==> src/rtl/status_flags_defines.svh <==
// offsets, field positions and constants of the status flags unit
`ifndef STATUS_FLAGS_DEFINES_SVH
`define STATUS_FLAGS_DEFINES_SVH
`define STATUS_WORD_ADDR    8'hD5
`define FLAG_CARRY_POS      3'd7
`define FLAG_ZERO_POS       3'd6
`define FLAG_SIGN_POS       3'd5
`define FLAG_OVFL_POS       3'd4
`define FLAG_DEC_POS        3'd3
`define FLAG_HALF_POS       3'd2
`define FLAG_FIS_POS        3'd1
`define FLAG_BANK_POS       3'd0
`define STATUS_RESET_VALUE  8'h00
`define WORK_REG_BASE_DEF   8'hC0
`endif

==> src/rtl/status_flags_pkg.sv <==
// types of the status flags unit
package status_flags_pkg;
  typedef enum logic [4:0] {
    OP_NONE        = 5'b00000,
    OP_ADD         = 5'b00001,
    OP_ADC         = 5'b00010,
    OP_SUB         = 5'b00011,
    OP_SBC         = 5'b00100,
    OP_CMP         = 5'b00101,
    OP_AND         = 5'b00110,
    OP_OR          = 5'b00111,
    OP_XOR         = 5'b01000,
    OP_COM         = 5'b01001,
    OP_TEST        = 5'b01010,
    OP_INC         = 5'b01011,
    OP_DEC         = 5'b01100,
    OP_RL          = 5'b01101,
    OP_RLC         = 5'b01110,
    OP_RR          = 5'b01111,
    OP_RRC         = 5'b10000,
    OP_SRA         = 5'b10001,
    OP_DECIMAL_ADJ = 5'b10010,
    OP_CARRY_SET   = 5'b10011,
    OP_CARRY_CLR   = 5'b10100,
    OP_CARRY_INV   = 5'b10101,
    OP_BANK_ZERO   = 5'b10110,
    OP_BANK_ONE    = 5'b10111,
    OP_FAST_IRQ    = 5'b11000,
    OP_IRQ_RETURN  = 5'b11001,
    OP_INCW        = 5'b11010,
    OP_DECW        = 5'b11011
  } alu_op_type;

  typedef struct packed {
    logic       valid;
    alu_op_type op;
    logic [7:0] dst;
    logic [7:0] src;
  } alu_req_type;

  typedef struct packed {
    logic       valid;
    logic [7:0] result;
    logic [7:0] flags;
  } alu_rsp_type;

  typedef struct packed {
    logic       wr;
    logic       use_work;
    logic [7:0] addr;
    logic [3:0] work_idx;
    logic [7:0] wdata;
  } reg_acc_type;

  typedef struct packed {
    logic        valid;
    logic        dec;
    logic [15:0] word;
  } word_req_type;
endpackage : status_flags_pkg

==> src/rtl/cpu_status_flags_unit.sv <==
// status word, flag update datapath, condition test and pair logic
`timescale 1ns/1ps
`include "status_flags_defines.svh"
module cpu_status_flags_unit #(
  parameter logic [7:0] WORK_REG_BASE = `WORK_REG_BASE_DEF
) (
  input  wire logic                         core_clk_i,
  input  wire logic                         srst_i,
  input  wire status_flags_pkg::alu_req_type alu_req_i,
  input  wire status_flags_pkg::reg_acc_type reg_acc_i,
  input  wire status_flags_pkg::word_req_type word_req_i,
  input  wire logic [3:0]                   cond_code_i,
  output status_flags_pkg::alu_rsp_type      alu_rsp_o,
  output logic [7:0]                        status_word_o,
  output logic [7:0]                        reg_rdata_o,
  output logic [15:0]                       word_result_o,
  output logic                              word_valid_o,
  output logic                              cond_true_o,
  output logic                              irq_block_o,
  output logic                              fast_return_o,
  output logic                              bank_sel_o
);
  import status_flags_pkg::*;

  // zero test shared by every result path
  function automatic logic is_zero(input logic [7:0] v);
    is_zero = (v == 8'h00);
  endfunction : is_zero

  // jump condition from the four upper flags only
  function automatic logic cond_eval(input logic [3:0] cc,
                                     input logic [7:0] f);
    logic c;
    logic z;
    logic s;
    logic v;
    logic base;
    c = f[`FLAG_CARRY_POS];
    z = f[`FLAG_ZERO_POS];
    s = f[`FLAG_SIGN_POS];
    v = f[`FLAG_OVFL_POS];
    case (cc[2:0])
      3'h0:    base = 1'b0;
      3'h1:    base = s ^ v;
      3'h2:    base = z | (s ^ v);
      3'h3:    base = c | z;
      3'h4:    base = v;
      3'h5:    base = s;
      3'h6:    base = z;
      3'h7:    base = c;
      default: base = 1'b0;
    endcase
    cond_eval = base ^ cc[3];
  endfunction : cond_eval

  logic [7:0]  flags_q;
  logic [7:0]  flags_d;
  logic [7:0]  shadow_q;
  logic [7:0]  res_d;
  logic [7:0]  zs_res;

  wire logic       fl_c = flags_q[`FLAG_CARRY_POS];
  wire logic [7:0] a    = alu_req_i.dst;
  wire logic [7:0] b    = alu_req_i.src;
  wire logic       is_sbc = (alu_req_i.op == OP_SBC);
  wire logic       is_adc = (alu_req_i.op == OP_ADC);

  // adder and subtractor with carry/borrow out of bit 7 and bit 3/4
  wire logic       cin     = (is_adc | is_sbc) ? fl_c : 1'b0;
  wire logic [8:0] add_sum = {1'b0, a} + {1'b0, b} + {8'h00, cin};
  wire logic [4:0] add_lo  = {1'b0, a[3:0]} + {1'b0, b[3:0]} + {4'h0, cin};
  wire logic [8:0] sub_dif = {1'b0, a} - {1'b0, b} - {8'h00, cin};
  wire logic [4:0] sub_lo  = {1'b0, a[3:0]} - {1'b0, b[3:0]} - {4'h0, cin};
  wire logic       add_ovf = (a[7] == b[7]) && (add_sum[7] != a[7]);
  wire logic       sub_ovf = (a[7] != b[7]) && (sub_dif[7] != a[7]);

  // decimal adjust from stored direction, carry and half carry
  wire logic       da_sub = flags_q[`FLAG_DEC_POS];
  wire logic       da_hi  = fl_c | (!da_sub && (a > 8'h99));
  wire logic       da_lo  = flags_q[`FLAG_HALF_POS] |
                            (!da_sub && (a[3:0] > 4'h9));
  wire logic [7:0] da_cor = {(da_hi ? 4'h6 : 4'h0), (da_lo ? 4'h6 : 4'h0)};
  wire logic [7:0] da_res = da_sub ? (a - da_cor) : (a + da_cor);

  // register select by full address or working index
  wire logic [7:0] sel_addr = reg_acc_i.use_work ?
                     (WORK_REG_BASE | {4'h0, reg_acc_i.work_idx}) :
                     reg_acc_i.addr;
  wire logic       stat_hit = (sel_addr == `STATUS_WORD_ADDR);
  wire logic       stat_wr  = reg_acc_i.wr && stat_hit;

  always_comb
  begin
    flags_d = flags_q;
    res_d   = a;
    zs_res  = 8'h00;
    if (alu_req_i.valid)
    begin
      case (alu_req_i.op)
        OP_ADD, OP_ADC:
        begin
          res_d = add_sum[7:0];
          flags_d[`FLAG_CARRY_POS] = add_sum[8];
          flags_d[`FLAG_OVFL_POS]  = add_ovf;
          flags_d[`FLAG_DEC_POS]   = 1'b0;
          flags_d[`FLAG_HALF_POS]  = add_lo[4];
        end
        OP_SUB, OP_SBC, OP_CMP:
        begin
          res_d = (alu_req_i.op == OP_CMP) ? a : sub_dif[7:0];
          flags_d[`FLAG_CARRY_POS] = sub_dif[8];
          flags_d[`FLAG_OVFL_POS]  = sub_ovf;
          if (alu_req_i.op != OP_CMP)
          begin
            flags_d[`FLAG_DEC_POS]  = 1'b1;
            flags_d[`FLAG_HALF_POS] = sub_lo[4];
          end
        end
        OP_AND, OP_OR, OP_XOR, OP_COM, OP_TEST:
        begin
          case (alu_req_i.op)
            OP_AND:  res_d = a & b;
            OP_OR:   res_d = a | b;
            OP_XOR:  res_d = a ^ b;
            OP_COM:  res_d = ~a;
            default: res_d = a & b;
          endcase
          flags_d[`FLAG_OVFL_POS] = 1'b0;
        end
        OP_INC:
        begin
          res_d = a + 8'h01;
          flags_d[`FLAG_OVFL_POS] = (a == 8'h7F);
        end
        OP_DEC:
        begin
          res_d = a - 8'h01;
          flags_d[`FLAG_OVFL_POS] = (a == 8'h80);
        end
        OP_RL, OP_RLC:
        begin
          res_d = {a[6:0], (alu_req_i.op == OP_RLC) ? fl_c : a[7]};
          flags_d[`FLAG_CARRY_POS] = a[7];
          flags_d[`FLAG_OVFL_POS]  = a[7] ^ a[6];
        end
        OP_RR, OP_RRC:
        begin
          res_d = {(alu_req_i.op == OP_RRC) ? fl_c : a[0], a[7:1]};
          flags_d[`FLAG_CARRY_POS] = a[0];
          flags_d[`FLAG_OVFL_POS]  = res_d[7] ^ a[7];
        end
        OP_SRA:
        begin
          res_d = {a[7], a[7:1]};
          flags_d[`FLAG_CARRY_POS] = a[0];
          flags_d[`FLAG_OVFL_POS]  = 1'b0;
        end
        OP_DECIMAL_ADJ:
        begin
          res_d = da_res;
          flags_d[`FLAG_CARRY_POS] = da_hi;
        end
        OP_CARRY_SET: flags_d[`FLAG_CARRY_POS] = 1'b1;
        OP_CARRY_CLR: flags_d[`FLAG_CARRY_POS] = 1'b0;
        OP_CARRY_INV: flags_d[`FLAG_CARRY_POS] = ~fl_c;
        OP_BANK_ZERO: flags_d[`FLAG_BANK_POS]  = 1'b0;
        OP_BANK_ONE:  flags_d[`FLAG_BANK_POS]  = 1'b1;
        OP_FAST_IRQ:  flags_d[`FLAG_FIS_POS]   = 1'b1;
        OP_IRQ_RETURN:
        begin
          // fast return restores the saved word with the bit cleared
          if (flags_q[`FLAG_FIS_POS])
          begin
            flags_d = shadow_q;
            flags_d[`FLAG_FIS_POS] = 1'b0;
          end
        end
        default: flags_d = flags_q;
      endcase
      case (alu_req_i.op)
        OP_ADD, OP_ADC, OP_SUB, OP_SBC, OP_CMP, OP_AND, OP_OR, OP_XOR,
        OP_COM, OP_TEST, OP_INC, OP_DEC, OP_RL, OP_RLC, OP_RR, OP_RRC,
        OP_SRA, OP_DECIMAL_ADJ:
        begin
          // compare keeps dst, but its flags follow the difference
          zs_res = (alu_req_i.op == OP_CMP) ? sub_dif[7:0] : res_d;
          flags_d[`FLAG_ZERO_POS] = is_zero(zs_res);
          flags_d[`FLAG_SIGN_POS] = zs_res[7];
        end
        default: flags_d[`FLAG_ZERO_POS] = flags_d[`FLAG_ZERO_POS];
      endcase
    end
    // any valid alu request wins over a plain write in the same cycle
    if (stat_wr && !alu_req_i.valid)
    begin
      flags_d = reg_acc_i.wdata;
    end
  end

  // 16-bit word step, carry crossing into the upper byte
  wire logic [15:0] word_next = word_req_i.dec ?
                      (word_req_i.word - 16'h0001) :
                      (word_req_i.word + 16'h0001);

  always_ff @(posedge core_clk_i)
  begin
    if (srst_i)
    begin
      flags_q       <= `STATUS_RESET_VALUE;
      shadow_q      <= `STATUS_RESET_VALUE;
      alu_rsp_o     <= '0;
      reg_rdata_o   <= 8'h00;
      word_result_o <= 16'h0000;
      word_valid_o  <= 1'b0;
      cond_true_o   <= 1'b0;
    end
    else
    begin
      flags_q <= flags_d;
      if (alu_req_i.valid && alu_req_i.op == OP_FAST_IRQ)
      begin
        shadow_q <= flags_q;
      end
      alu_rsp_o.valid  <= alu_req_i.valid;
      alu_rsp_o.result <= res_d;
      alu_rsp_o.flags  <= flags_d;
      reg_rdata_o      <= stat_hit ? flags_q : 8'h00;
      word_result_o    <= word_next;
      word_valid_o     <= word_req_i.valid;
      cond_true_o      <= cond_eval(cond_code_i, flags_d);
    end
  end

  assign status_word_o = flags_q;
  assign irq_block_o   = flags_q[`FLAG_FIS_POS];
  assign fast_return_o = flags_q[`FLAG_FIS_POS];
  assign bank_sel_o    = flags_q[`FLAG_BANK_POS];

  carry_set_a: assert property (@(posedge core_clk_i) disable iff (srst_i)
    alu_req_i.valid && alu_req_i.op == OP_CARRY_SET && !stat_wr
    |=> status_word_o[7] && status_word_o[6:0] == $past(flags_q[6:0]))
    else $error("carry set disturbed");
  zero_flag_a: assert property (@(posedge core_clk_i) disable iff (srst_i)
    alu_req_i.valid && alu_req_i.op == OP_AND
    |=> status_word_o[6] == (alu_rsp_o.result == 8'h00) && !status_word_o[4])
    else $error("and flags wrong");
  sign_flag_a: assert property (@(posedge core_clk_i) disable iff (srst_i)
    alu_req_i.valid && alu_req_i.op == OP_XOR
    |=> status_word_o[5] == alu_rsp_o.result[7])
    else $error("sign flag wrong");
  add_carry_a: assert property (@(posedge core_clk_i) disable iff (srst_i)
    alu_req_i.valid && alu_req_i.op == OP_ADD
    |=> status_word_o[7] == ({1'b0, $past(a)} + {1'b0, $past(b)} > 9'h0FF))
    else $error("add carry wrong");
  shift_carry_a: assert property (@(posedge core_clk_i) disable iff (srst_i)
    alu_req_i.valid && alu_req_i.op == OP_RR
    |=> status_word_o[7] == $past(a[0]))
    else $error("rotate carry wrong");
  fast_irq_a: assert property (@(posedge core_clk_i) disable iff (srst_i)
    alu_req_i.valid && alu_req_i.op == OP_FAST_IRQ
    |=> irq_block_o ##1 (irq_block_o || $past(alu_req_i.op) == OP_IRQ_RETURN))
    else $error("fast irq bit wrong");
  bank_sel_a: assert property (@(posedge core_clk_i) disable iff (srst_i)
    alu_req_i.valid && alu_req_i.op == OP_BANK_ONE |=> bank_sel_o)
    else $error("bank one not set");
  word_step_a: assert property (@(posedge core_clk_i) disable iff (srst_i)
    word_req_i.valid && !word_req_i.dec && word_req_i.word == 16'h00FF
    |=> word_valid_o && word_result_o == 16'h0100)
    else $error("word carry lost");
  plain_write_a: assert property (@(posedge core_clk_i) disable iff (srst_i)
    stat_wr && !alu_req_i.valid |=> status_word_o == $past(reg_acc_i.wdata))
    else $error("status write lost");
  cmp_zero_a: assert property (@(posedge core_clk_i) disable iff (srst_i)
    alu_req_i.valid && alu_req_i.op == OP_CMP
    |=> status_word_o[6] == ($past(a) == $past(b)))
    else $error("compare zero wrong");
  logic_ovfl_a: assert property (@(posedge core_clk_i) disable iff (srst_i)
    alu_req_i.valid && (alu_req_i.op == OP_OR || alu_req_i.op == OP_COM)
    |=> !status_word_o[4])
    else $error("logic overflow set");
  half_carry_a: assert property (@(posedge core_clk_i) disable iff (srst_i)
    alu_req_i.valid && alu_req_i.op == OP_ADD
    |=> status_word_o[2] ==
        ({1'b0, $past(a[3:0])} + {1'b0, $past(b[3:0])} > 5'h0F))
    else $error("half carry wrong");
  dec_dir_a: assert property (@(posedge core_clk_i) disable iff (srst_i)
    alu_req_i.valid && (alu_req_i.op == OP_SUB || alu_req_i.op == OP_SBC)
    |=> status_word_o[3])
    else $error("subtract direction lost");
  inc_ovfl_a: assert property (@(posedge core_clk_i) disable iff (srst_i)
    alu_req_i.valid && alu_req_i.op == OP_INC && a == 8'h7F
    |=> status_word_o[4] && status_word_o[5])
    else $error("increment overflow wrong");
  cond_fixed_a: assert property (@(posedge core_clk_i) disable iff (srst_i)
    cond_code_i[2:0] == 3'h0
    |=> cond_true_o == $past(cond_code_i[3]))
    else $error("fixed condition wrong");
endmodule : cpu_status_flags_unit

==> config.mk <==
export PLATFORM = sky130hd
export DESIGN_NAME = cpu_status_flags_unit
export DESIGN_NICKNAME = d
export VERILOG_FILES = /design/src/rtl/status_flags_pkg.sv /design/src/rtl/cpu_status_flags_unit.sv
export VERILOG_INCLUDE_DIRS = /design/src /design/src/rtl
export SDC_FILE = /design/constraint.sdc
export NUM_CORES = 1
export LEC_CHECK = 0
export BUFFER_PORTS_ARGS = -buffer_cell sky130_fd_sc_hd__clkbuf_2
export CAP_MARGIN = 15
export CORE_ASPECT_RATIO = 0.9
export CORE_MARGIN = 2
export CORE_UTILIZATION = 51
export DETAILED_ROUTE_END_ITERATION = 16
export GPL_TIMING_DRIVEN = 0
export PLACE_DENSITY = 0.84
export SETUP_SLACK_MARGIN = 0.3
export SYNTH_ARGS = -nofsm -noshare
export SYNTH_HDL_FRONTEND = slang
export SYNTH_SLANG_ARGS = --single-unit
==> constraint.sdc <==
create_clock -name core_clk_i -period 3.8 [get_ports core_clk_i]
set_clock_uncertainty 0.2 [all_clocks]
set_input_delay 0 -clock core_clk_i [delete_from_list [all_inputs] [get_ports core_clk_i]]
set_output_delay 0 -clock core_clk_i [all_outputs]
set_load 0.05 [all_outputs]
==> results by group, run 1 <==
Yosys
  • Net Count, Synth: 879
  • Yosys top cell area share: 0.173
  • Sequential fraction of the synthesis area: 0.173
  • Ys async rst share: 0
  • Cell area after synthesis: 0.00578 mm2
  • Largest cells by area after synthesis: dfxtp_1 17%, ha_1 11%, nor2_1 5.1%
  • Number of distinct library cells after synthesis: 93
  • EDFF count, synth: 0
  • Synthesis-stage register bit count: 50
  • YS warnings: 0
  • Yosys top cell by area: dfxtp_1
  • Mean area per synthesized cell: 7.68 um2
  • Cells after synthesis: 752
  • Main flop type after synthesis: dfxtp_1

Timing
  • Final slew viol count: 0
  • Fin. Hold Viols: 0
  • Tmin final: 4.10 ns
  • Max Clk Rate: 244 MHz
  • RSZ-0062 raised after global routing: yes
  • Worst Tran Pin Value: 0.735 ns
  • Final WS setup: -0.300 ns
  • Hold slack: 0.0299 ns
  • Fin crit share: 1.08
  • TNS Setup: -0.589 ns
  • Slew headroom: 0.506
  • Final setup fails: 2

Outcome
  • Status: complete, but fails checks
  • Failing checks: negative setup slack

Floorplanning
  • Starting Density: 0.528
  • Die Y: 105 um
  • Die area: 0.0122 mm2
  • Standard-cell row count: 36
  • Ports: 122
  • Die Wd: 116 um
  • CORE AREA: 0.0109 mm2

Finish
  • Fin util: 0.687
  • Final Non-Filler Cells: 1078
  • Area of the multi-input gates: 0.00449 mm2
  • Sequential cell area: 0.00101 mm2
  • Fin nets: 1052
  • N_diodes: 0
  • Share of layout cells above drive strength 1: 0.261
  • Area growth from synthesis to layout: 30.1%
  • FILL cells: 892
  • Finished layout cell area: 0.00752 mm2

Min path
  • Hold WC Path Type: in2reg

Clocking
  • Htree depth: 2
  • CTS Buf Count: 5
  • Cell chosen for the clock root: clkbuf_16
  • Clock sinks: 50
  • Clock transition at path regs: 0.07 ns
  • CTS Buffer Depth: 2
  • Clock latency on the worst-skew pair: 0.30 ns
  • TritonCTS clock tree: built

Setup path
  • Critical path type: reg2reg
  • Crit path required time: 3.76 ns
  • Worst EP arrival: 4.06 ns
  • CP startpoint kind: flop
  • Crit path capture type: flop
  • Crit Path Max Fanout: 4

Pwr
  • Seq pwr share: 0.277
  • Leakage power: 3.40 nW
  • P per Cell Area: 276 mW/mm2
  • Switch share: 0.428
  • Power, Total: 2.07 mW
  • Psw: 888 uW
  • Max VDD drop: 0.000236 V
  • Pint: 1.18 mW
  • Combinational share of power: 0.497
  • Clock share of power: 0.225

Placed design
  • I/O Buffers: 115
  • Post-Place Worst Slack: -0.828 ns
  • DP HPWL: 16700 um
  • Placed cells: 1019
  • Placer congestion estimate: 1.10
  • Post-DP Area: 0.00664 mm2

Global route
  • Total grt overflow: 0
  • Largest net degree at the start of global routing: 18
  • Initial antenna violation count: 0
  • Total GRT Usage: 0.366
  • First-pass GRT wire length: 34600 um
  • Number of global-route vias before repair: 6192

Route
  • Iter 0 DRT Violations: 931
  • Routed WL: 23300 um
  • WL per Instance: 21.6 um
  • Antenna Nets Post-Route: 0
  • Post-DR vias/cell: 6.43
  • DRT Pass-1 Iters: 6
  • DR vias: 6935
  • # DRC: 0

Flow run
  • Max-cap violations: 0
flip-flops by register name, summed over array words and instances (netlist names):
register and cells:
cond_true_o 1, status_word_o 8, word_result_o 16, alu_rsp_o 9
word_valid_o 1, reg_rdata_o 8, shadow_q 7
repair_timing:
| action | CTS | global route |
|---|---|---|
| pin swaps | 20 | 2 |
| endpoints found under the setup margin | 8 | 7 |
| endpoints found under the hold margin | 20 | 0 |
| buffers inserted | 12 | 14 |
| resized for setup | 39 | 28 |
| gates cloned | 0 | 0 |
| hold buffers | 25 | 0 |
worst max-delay path, stage by stage, from the launching register on:
cell       delay (ns)
dfxtp_4          0.36
clkbuf_16        0.15
nand3_4          0.10
fa_2             0.39
fa_2             0.38
o21a_1           0.21
o22ai_2          0.24
xor2_2           0.27
o2111ai_2        0.20
o32a_1           0.43
or3_4            0.36
nor4_4           0.20
o211ai_2         0.15
o311ai_4         0.12
o31a_1           0.18
nor3_2           0.04
cells in the final DEF, fill, tap and decap left out, drive strengths merged, types with 4 or more instances in the layout:
cell type	n
a2111oi	4
a211oi	14
a21o	10
a21oi	35
a221oi	4
a22oi	4
a2bb2oi	4
a31oi	7
and2	12
buf	65
clkbuf	134
clkinv	4
dfxtp	50
dlygate4sd3	25
fa	6
ha	53
inv	44
mux2i	20
nand2	45
nand2b	13
nand3	22
nand3b	6
nand4	6
nor2	79
nor2b	19
nor3	17
nor3b	10
nor4	4
o2111ai	6
o21a	7
o21ai	55
o221ai	6
o22ai	11
o311ai	4
o31ai	6
or2	6
or3	7
xnor2	19
xor2	12
synth_stat cells, types with 5 or more instances:
cell / number
dfxtp_1: 50
o31ai_1: 6
a211oi_1: 12
mux2i_1: 20
xor2_1: 12
clkbuf_1: 18
a21o_1: 10
inv_1: 43
o21a_1: 7
nand2_1: 45
nand3_1: 22
ha_1: 53
buf_4: 13
nand3b_1: 6
nor2_1: 78
fa_1: 6
o21ai_0: 54
o22ai_1: 11
a31oi_1: 7
nand2b_1: 13
o2111ai_1: 6
nor3_1: 16
buf_2: 14
buf_6: 5
and2_1: 11
o221ai_1: 6
xnor2_1: 19
a21oi_1: 35
nand4_1: 6
or3_1: 6
nor3b_1: 8
nor2b_1: 19
power groups by stage:
stage / combinational, mW / sequential (mW) / clock (mW)
final: 1.03 / 0.575 / 0.467
after global routing: 1.08 / 0.579 / 0.491
after CTS: 0.960 / 0.574 / 0.463
after detailed placement: 0.881 / 0.587 / 0
after global placement: 0.875 / 0.586 / 0
after floorplan: 0.510 / 0.712 / 0
kinds of logic after synthesis:
kind of cell,synth area share
AND/OR/NAND/NOR,0.251
AO/OA/AOI/OAI,0.274
buffers and inverters,0.0843
adder cells (fa/ha/maj),0.136
flip-flops,0.173
XOR/XNOR,0.0470
multiplexers,0.0347
final timing paths:
| check | start | endpoint | slack [ns] | cells after the start |
|---|---|---|---|---|
| max reg2reg | status_word_o[7] | cond_true_o | -0.30 | 15 |
| min | word_req_i[9] | word_result_o[9] | 0.03 | 4 |
| max | status_word_o[7] | cond_true_o | -0.30 | 15 |
| min reg2reg | shadow_q[3] | shadow_q[3] | 0.29 | 2 |
final cells by class:
cell class | count | share of cell area
repair buffers | 166 | 0.138
plain buffers | 53 | 0.0621
clock buffers | 5 | 0.0166
well taps | 152 | 0.0253
inverters | 46 | 0.0230
flip-flops and latches | 50 | 0.134
multi-input cells | 603 | 0.597
clock inverters | 3 | 0.00333
routing by layer:
metal | vias to the layer above | part of all wire | global-route usage | wire [um]
met5 | - | 0 | 0 | 0
met4 | 0 | 0.041 | 0.102 | 953
met3 | 102 | 0.12 | 0.0800 | 2800
met2 | 515 | 0.44 | 0.569 | 10200
met1 | 3218 | 0.40 | 0.508 | 9300
li1 | 3100 | - | - | -
No activity file was read; power rests on OpenSTA's default activity.
==> inputs of run 2 (changes only) <==
==> constraint.sdc (replaced) <==
create_clock -name core_clk_i -period 3.8 [get_ports core_clk_i]
set_clock_uncertainty 0.2 [all_clocks]
set_input_delay 0 -clock core_clk_i [delete_from_list [all_inputs] [get_ports core_clk_i]]
set_output_delay 0 -clock core_clk_i [all_outputs]
set_load 0.01 [all_outputs]
==> run 2 against run 1 <==
Effect of this change: the flow still finishes with violations (negative setup slack); maximum frequency fell by 3.4%; cell area increased by 2.2%; sequential share of layout area shrank 0.34 points; global-route usage up 0.73 points; largest power group unchanged.
==> results by group, run 2 (synthesized netlist as in run 1, its figures left out) <==
Outcome
  • Status: complete, but fails checks (unchanged)
  • Failing checks: negative setup slack (unchanged)

Route
  • DR vias: 7238 (was 6935)
  • Iter 0 DRT Violations: 1143 (was 931)
  • WL per Instance: 21.7 um (was 21.6 um)
  • Antenna Nets Post-Route: 0 (unchanged)
  • DRT Pass-1 Iters: 7 (was 6)
  • Routed WL: 23600 um (was 23300 um)
  • # DRC: 0 (unchanged)
  • Post-DR vias/cell: 6.67 (was 6.43)

Timing
  • Fin. Hold Viols: 0 (unchanged)
  • Max Clk Rate: 236 MHz (was 244 MHz)
  • Final slew viol count: 0 (unchanged)
  • RSZ-0062 raised after global routing: yes (unchanged)
  • Fin crit share: 1.12 (was 1.08)
  • Worst Tran Pin Value: 0.871 ns (was 0.735 ns)
  • Final WS setup: -0.446 ns (was -0.300 ns)
  • Slew headroom: 0.415 (was 0.506)
  • Final setup fails: 2 (unchanged)
  • Tmin final: 4.25 ns (was 4.10 ns)
  • Hold slack: 0.000256 ns (was 0.0299 ns)

Finish
  • N_diodes: 0 (unchanged)
  • Fin util: 0.702 (was 0.687)
  • Top reg by flops: word_result_o (unchanged)
  • Area growth from synthesis to layout: 33.0% (was 30.1%)
  • Most frequent cells in the layout: 113 x clkbuf_2, 73 x nor2_1, 53 x o21ai_0, 50 x ha_1, 48 x dfxtp_1 (was 112 x clkbuf_2, 77 x nor2_1, 53 x o21ai_0, 52 x ha_1, 47 x dfxtp_1)
  • Max reg flops: 16 (unchanged)
  • Regs by FF count: word_result_o (16), alu_rsp_o (9) (unchanged)
  • Commonest non-fill, non-tap cell in the layout: clkbuf_2 (unchanged)
  • Share of layout cells above drive strength 1: 0.286 (was 0.261)
  • Final Non-Filler Cells: 1085 (was 1078)
  • Finished layout cell area: 0.00768 mm2 (was 0.00752 mm2)
  • Fin nets: 1059 (was 1052)

Pwr
  • Clock share of power: 0.246 (was 0.225)
  • Psw: 783 uW (was 888 uW)
  • P per Cell Area: 263 mW/mm2 (was 276 mW/mm2)
  • Switch share: 0.387 (was 0.428)
  • Leakage power: 3.46 nW (was 3.40 nW)
  • Max VDD drop: 0.000204 V (was 0.000236 V)
  • Seq pwr share: 0.284 (was 0.277)
  • Combinational share of power: 0.470 (was 0.497)
  • Pint: 1.24 mW (was 1.18 mW)
  • Power, Total: 2.02 mW (was 2.07 mW)

Placed design
  • Post-DP Area: 0.00663 mm2 (was 0.00664 mm2)
  • DP HPWL: 16200 um (was 16700 um)
  • I/O Buffers: 115 (unchanged)
  • Placer congestion estimate: 1.09 (was 1.10)
  • Placed cells: 1019 (unchanged)

Setup path
  • Worst reg2reg path depth: 19 (was 15)
  • RR Endpoint: cond_true_o (unchanged)
  • Crit path capture type: flop (unchanged)
  • R2r startpoint: status_word_o[7] (unchanged)
  • Critical Path Source: status_word_o[7] (unchanged)
  • Worst EP arrival: 4.28 ns (was 4.06 ns)
  • Crit Path Max Fanout: 3 (was 4)
  • CP startpoint kind: flop (unchanged)
  • Critical path type: reg2reg (unchanged)
  • Worst Setup EP: cond_true_o (unchanged)
  • R2R Setup Slk: -0.45 ns (was -0.30 ns)
  • Crit path required time: 3.83 ns (was 3.76 ns)

Global route
  • First-pass GRT wire length: 35600 um (was 34600 um)
  • Largest net degree at the start of global routing: 17 (was 18)
  • Total GRT Usage: 0.374 (was 0.366)
  • Total grt overflow: 0 (unchanged)
  • Number of global-route vias before repair: 6655 (was 6192)
  • Initial antenna violation count: 0 (unchanged)

Min path
  • Hold WC Path Type: in2reg (unchanged)

Clocking
  • CTS Buffer Depth: 2 (unchanged)
  • Clock transition at path regs: 0.07 ns (about the same)
  • CTS Buf Count: 5 (unchanged)
  • Cell chosen for the clock root: clkbuf_16 (unchanged)
  • Clock latency on the worst-skew pair: 0.30 ns (about the same)
  • Clock sinks: 50 (unchanged)
  • Htree depth: 2 (unchanged)
  • TritonCTS clock tree: built (unchanged)

Floorplanning
  • Die area: 0.0122 mm2 (unchanged)
  • Die Wd: 116 um (unchanged)
  • CORE AREA: 0.0109 mm2 (unchanged)
  • Standard-cell row count: 36 (unchanged)
  • Die Y: 105 um (unchanged)
  • Starting Density: 0.528 (unchanged)
  • Ports: 122 (unchanged)

Flow run
  • Max-cap violations: 0 (unchanged)
## run 2: changes by cell type in the layout (fill, tap and decap cells not counted), sizes merged
cell / delta
buf: +7
clkbuf: +3
clkinvlp: -1
dlygate4sd3: -1
inv: -1
## run 2: repair_timing
item                       in CTS  in global routing
pin swaps                      23                 28
setup endpoints to repair       8                  7
hold endpoints to repair       21                  0
gates resized for setup        52                 41
hold buffers                   24                  0
setup buffers                  22                 12
## run 2: how the worst min path moves through the flow
stage,startpoint,end,slack [ns],cells after the start
3_3_place_gp,word_req_i[0],word_result_o[0],0.01,2
2_1_floorplan,word_req_i[0],word_result_o[0],-0.13,1
6_report,word_req_i[3],word_result_o[3],0.0003,5
4_1_cts,word_req_i[3],word_result_o[3],0.002,5
3_5_place_dp,word_req_i[0],word_result_o[0],0.02,2
5_1_grt,alu_req_i[10],alu_rsp_o[10],0.03,3
## run 2: layer usage
layer / vias to the layer above / global-route usage / share of wire
li1: 3111 / - / -
met1: 3273 / 0.499 / 0.38
met2: 662 / 0.561 / 0.41
met3: 192 / 0.0980 / 0.14
met4: 0 / 0.168 / 0.070
met5: - / 0 / 0
## run 2: cell type report
type	count	area (um2)
clock buffer	7	153
inverter	46	173
clock inverter	1	8.76
sequential	50	1010
multi-input combinational	603	4600
buffer	53	453
timing repair buffer	173	1100
fill	868	3260
tap	152	190
## run 2: worst max-delay path, stage by stage, from the launching register on
cell and delay (ns):
dfxtp_4 0.35, clkbuf_8 0.14, nand3_4 0.08, buf_4 0.12
inv_2 0.03, fa_2 0.57, inv_2 0.06, ha_2 0.18
o21a_4 0.21, or4_4 0.50, a2111oi_4 0.29, and4b_2 0.35
nor3b_2 0.22, o21ai_1 0.12, o211ai_1 0.16, o211ai_2 0.15
o311ai_4 0.11, buf_6 0.16, nor4_4 0.03, nor3_2 0.13
## run 2: metrics by stage
step                      TNS [ns]  setup WS, ns
after floorplan                  0       0.00152
after global placement       -1.38        -0.777
after detailed placement     -1.69        -0.886
final                       -0.715        -0.446
after global routing        -0.905        -0.523
after CTS                   -0.324        -0.254
## run 2: power by group through the flow
stage          Clock (mW)  Sequential, mW  Combinational, mW
2_1_floorplan           0           0.604              0.496
3_3_place_gp            0           0.586              0.745
3_5_place_dp            0           0.587              0.755
4_1_cts             0.487           0.574              0.845
5_1_grt             0.513           0.578               1.00
6_report            0.498           0.576              0.951
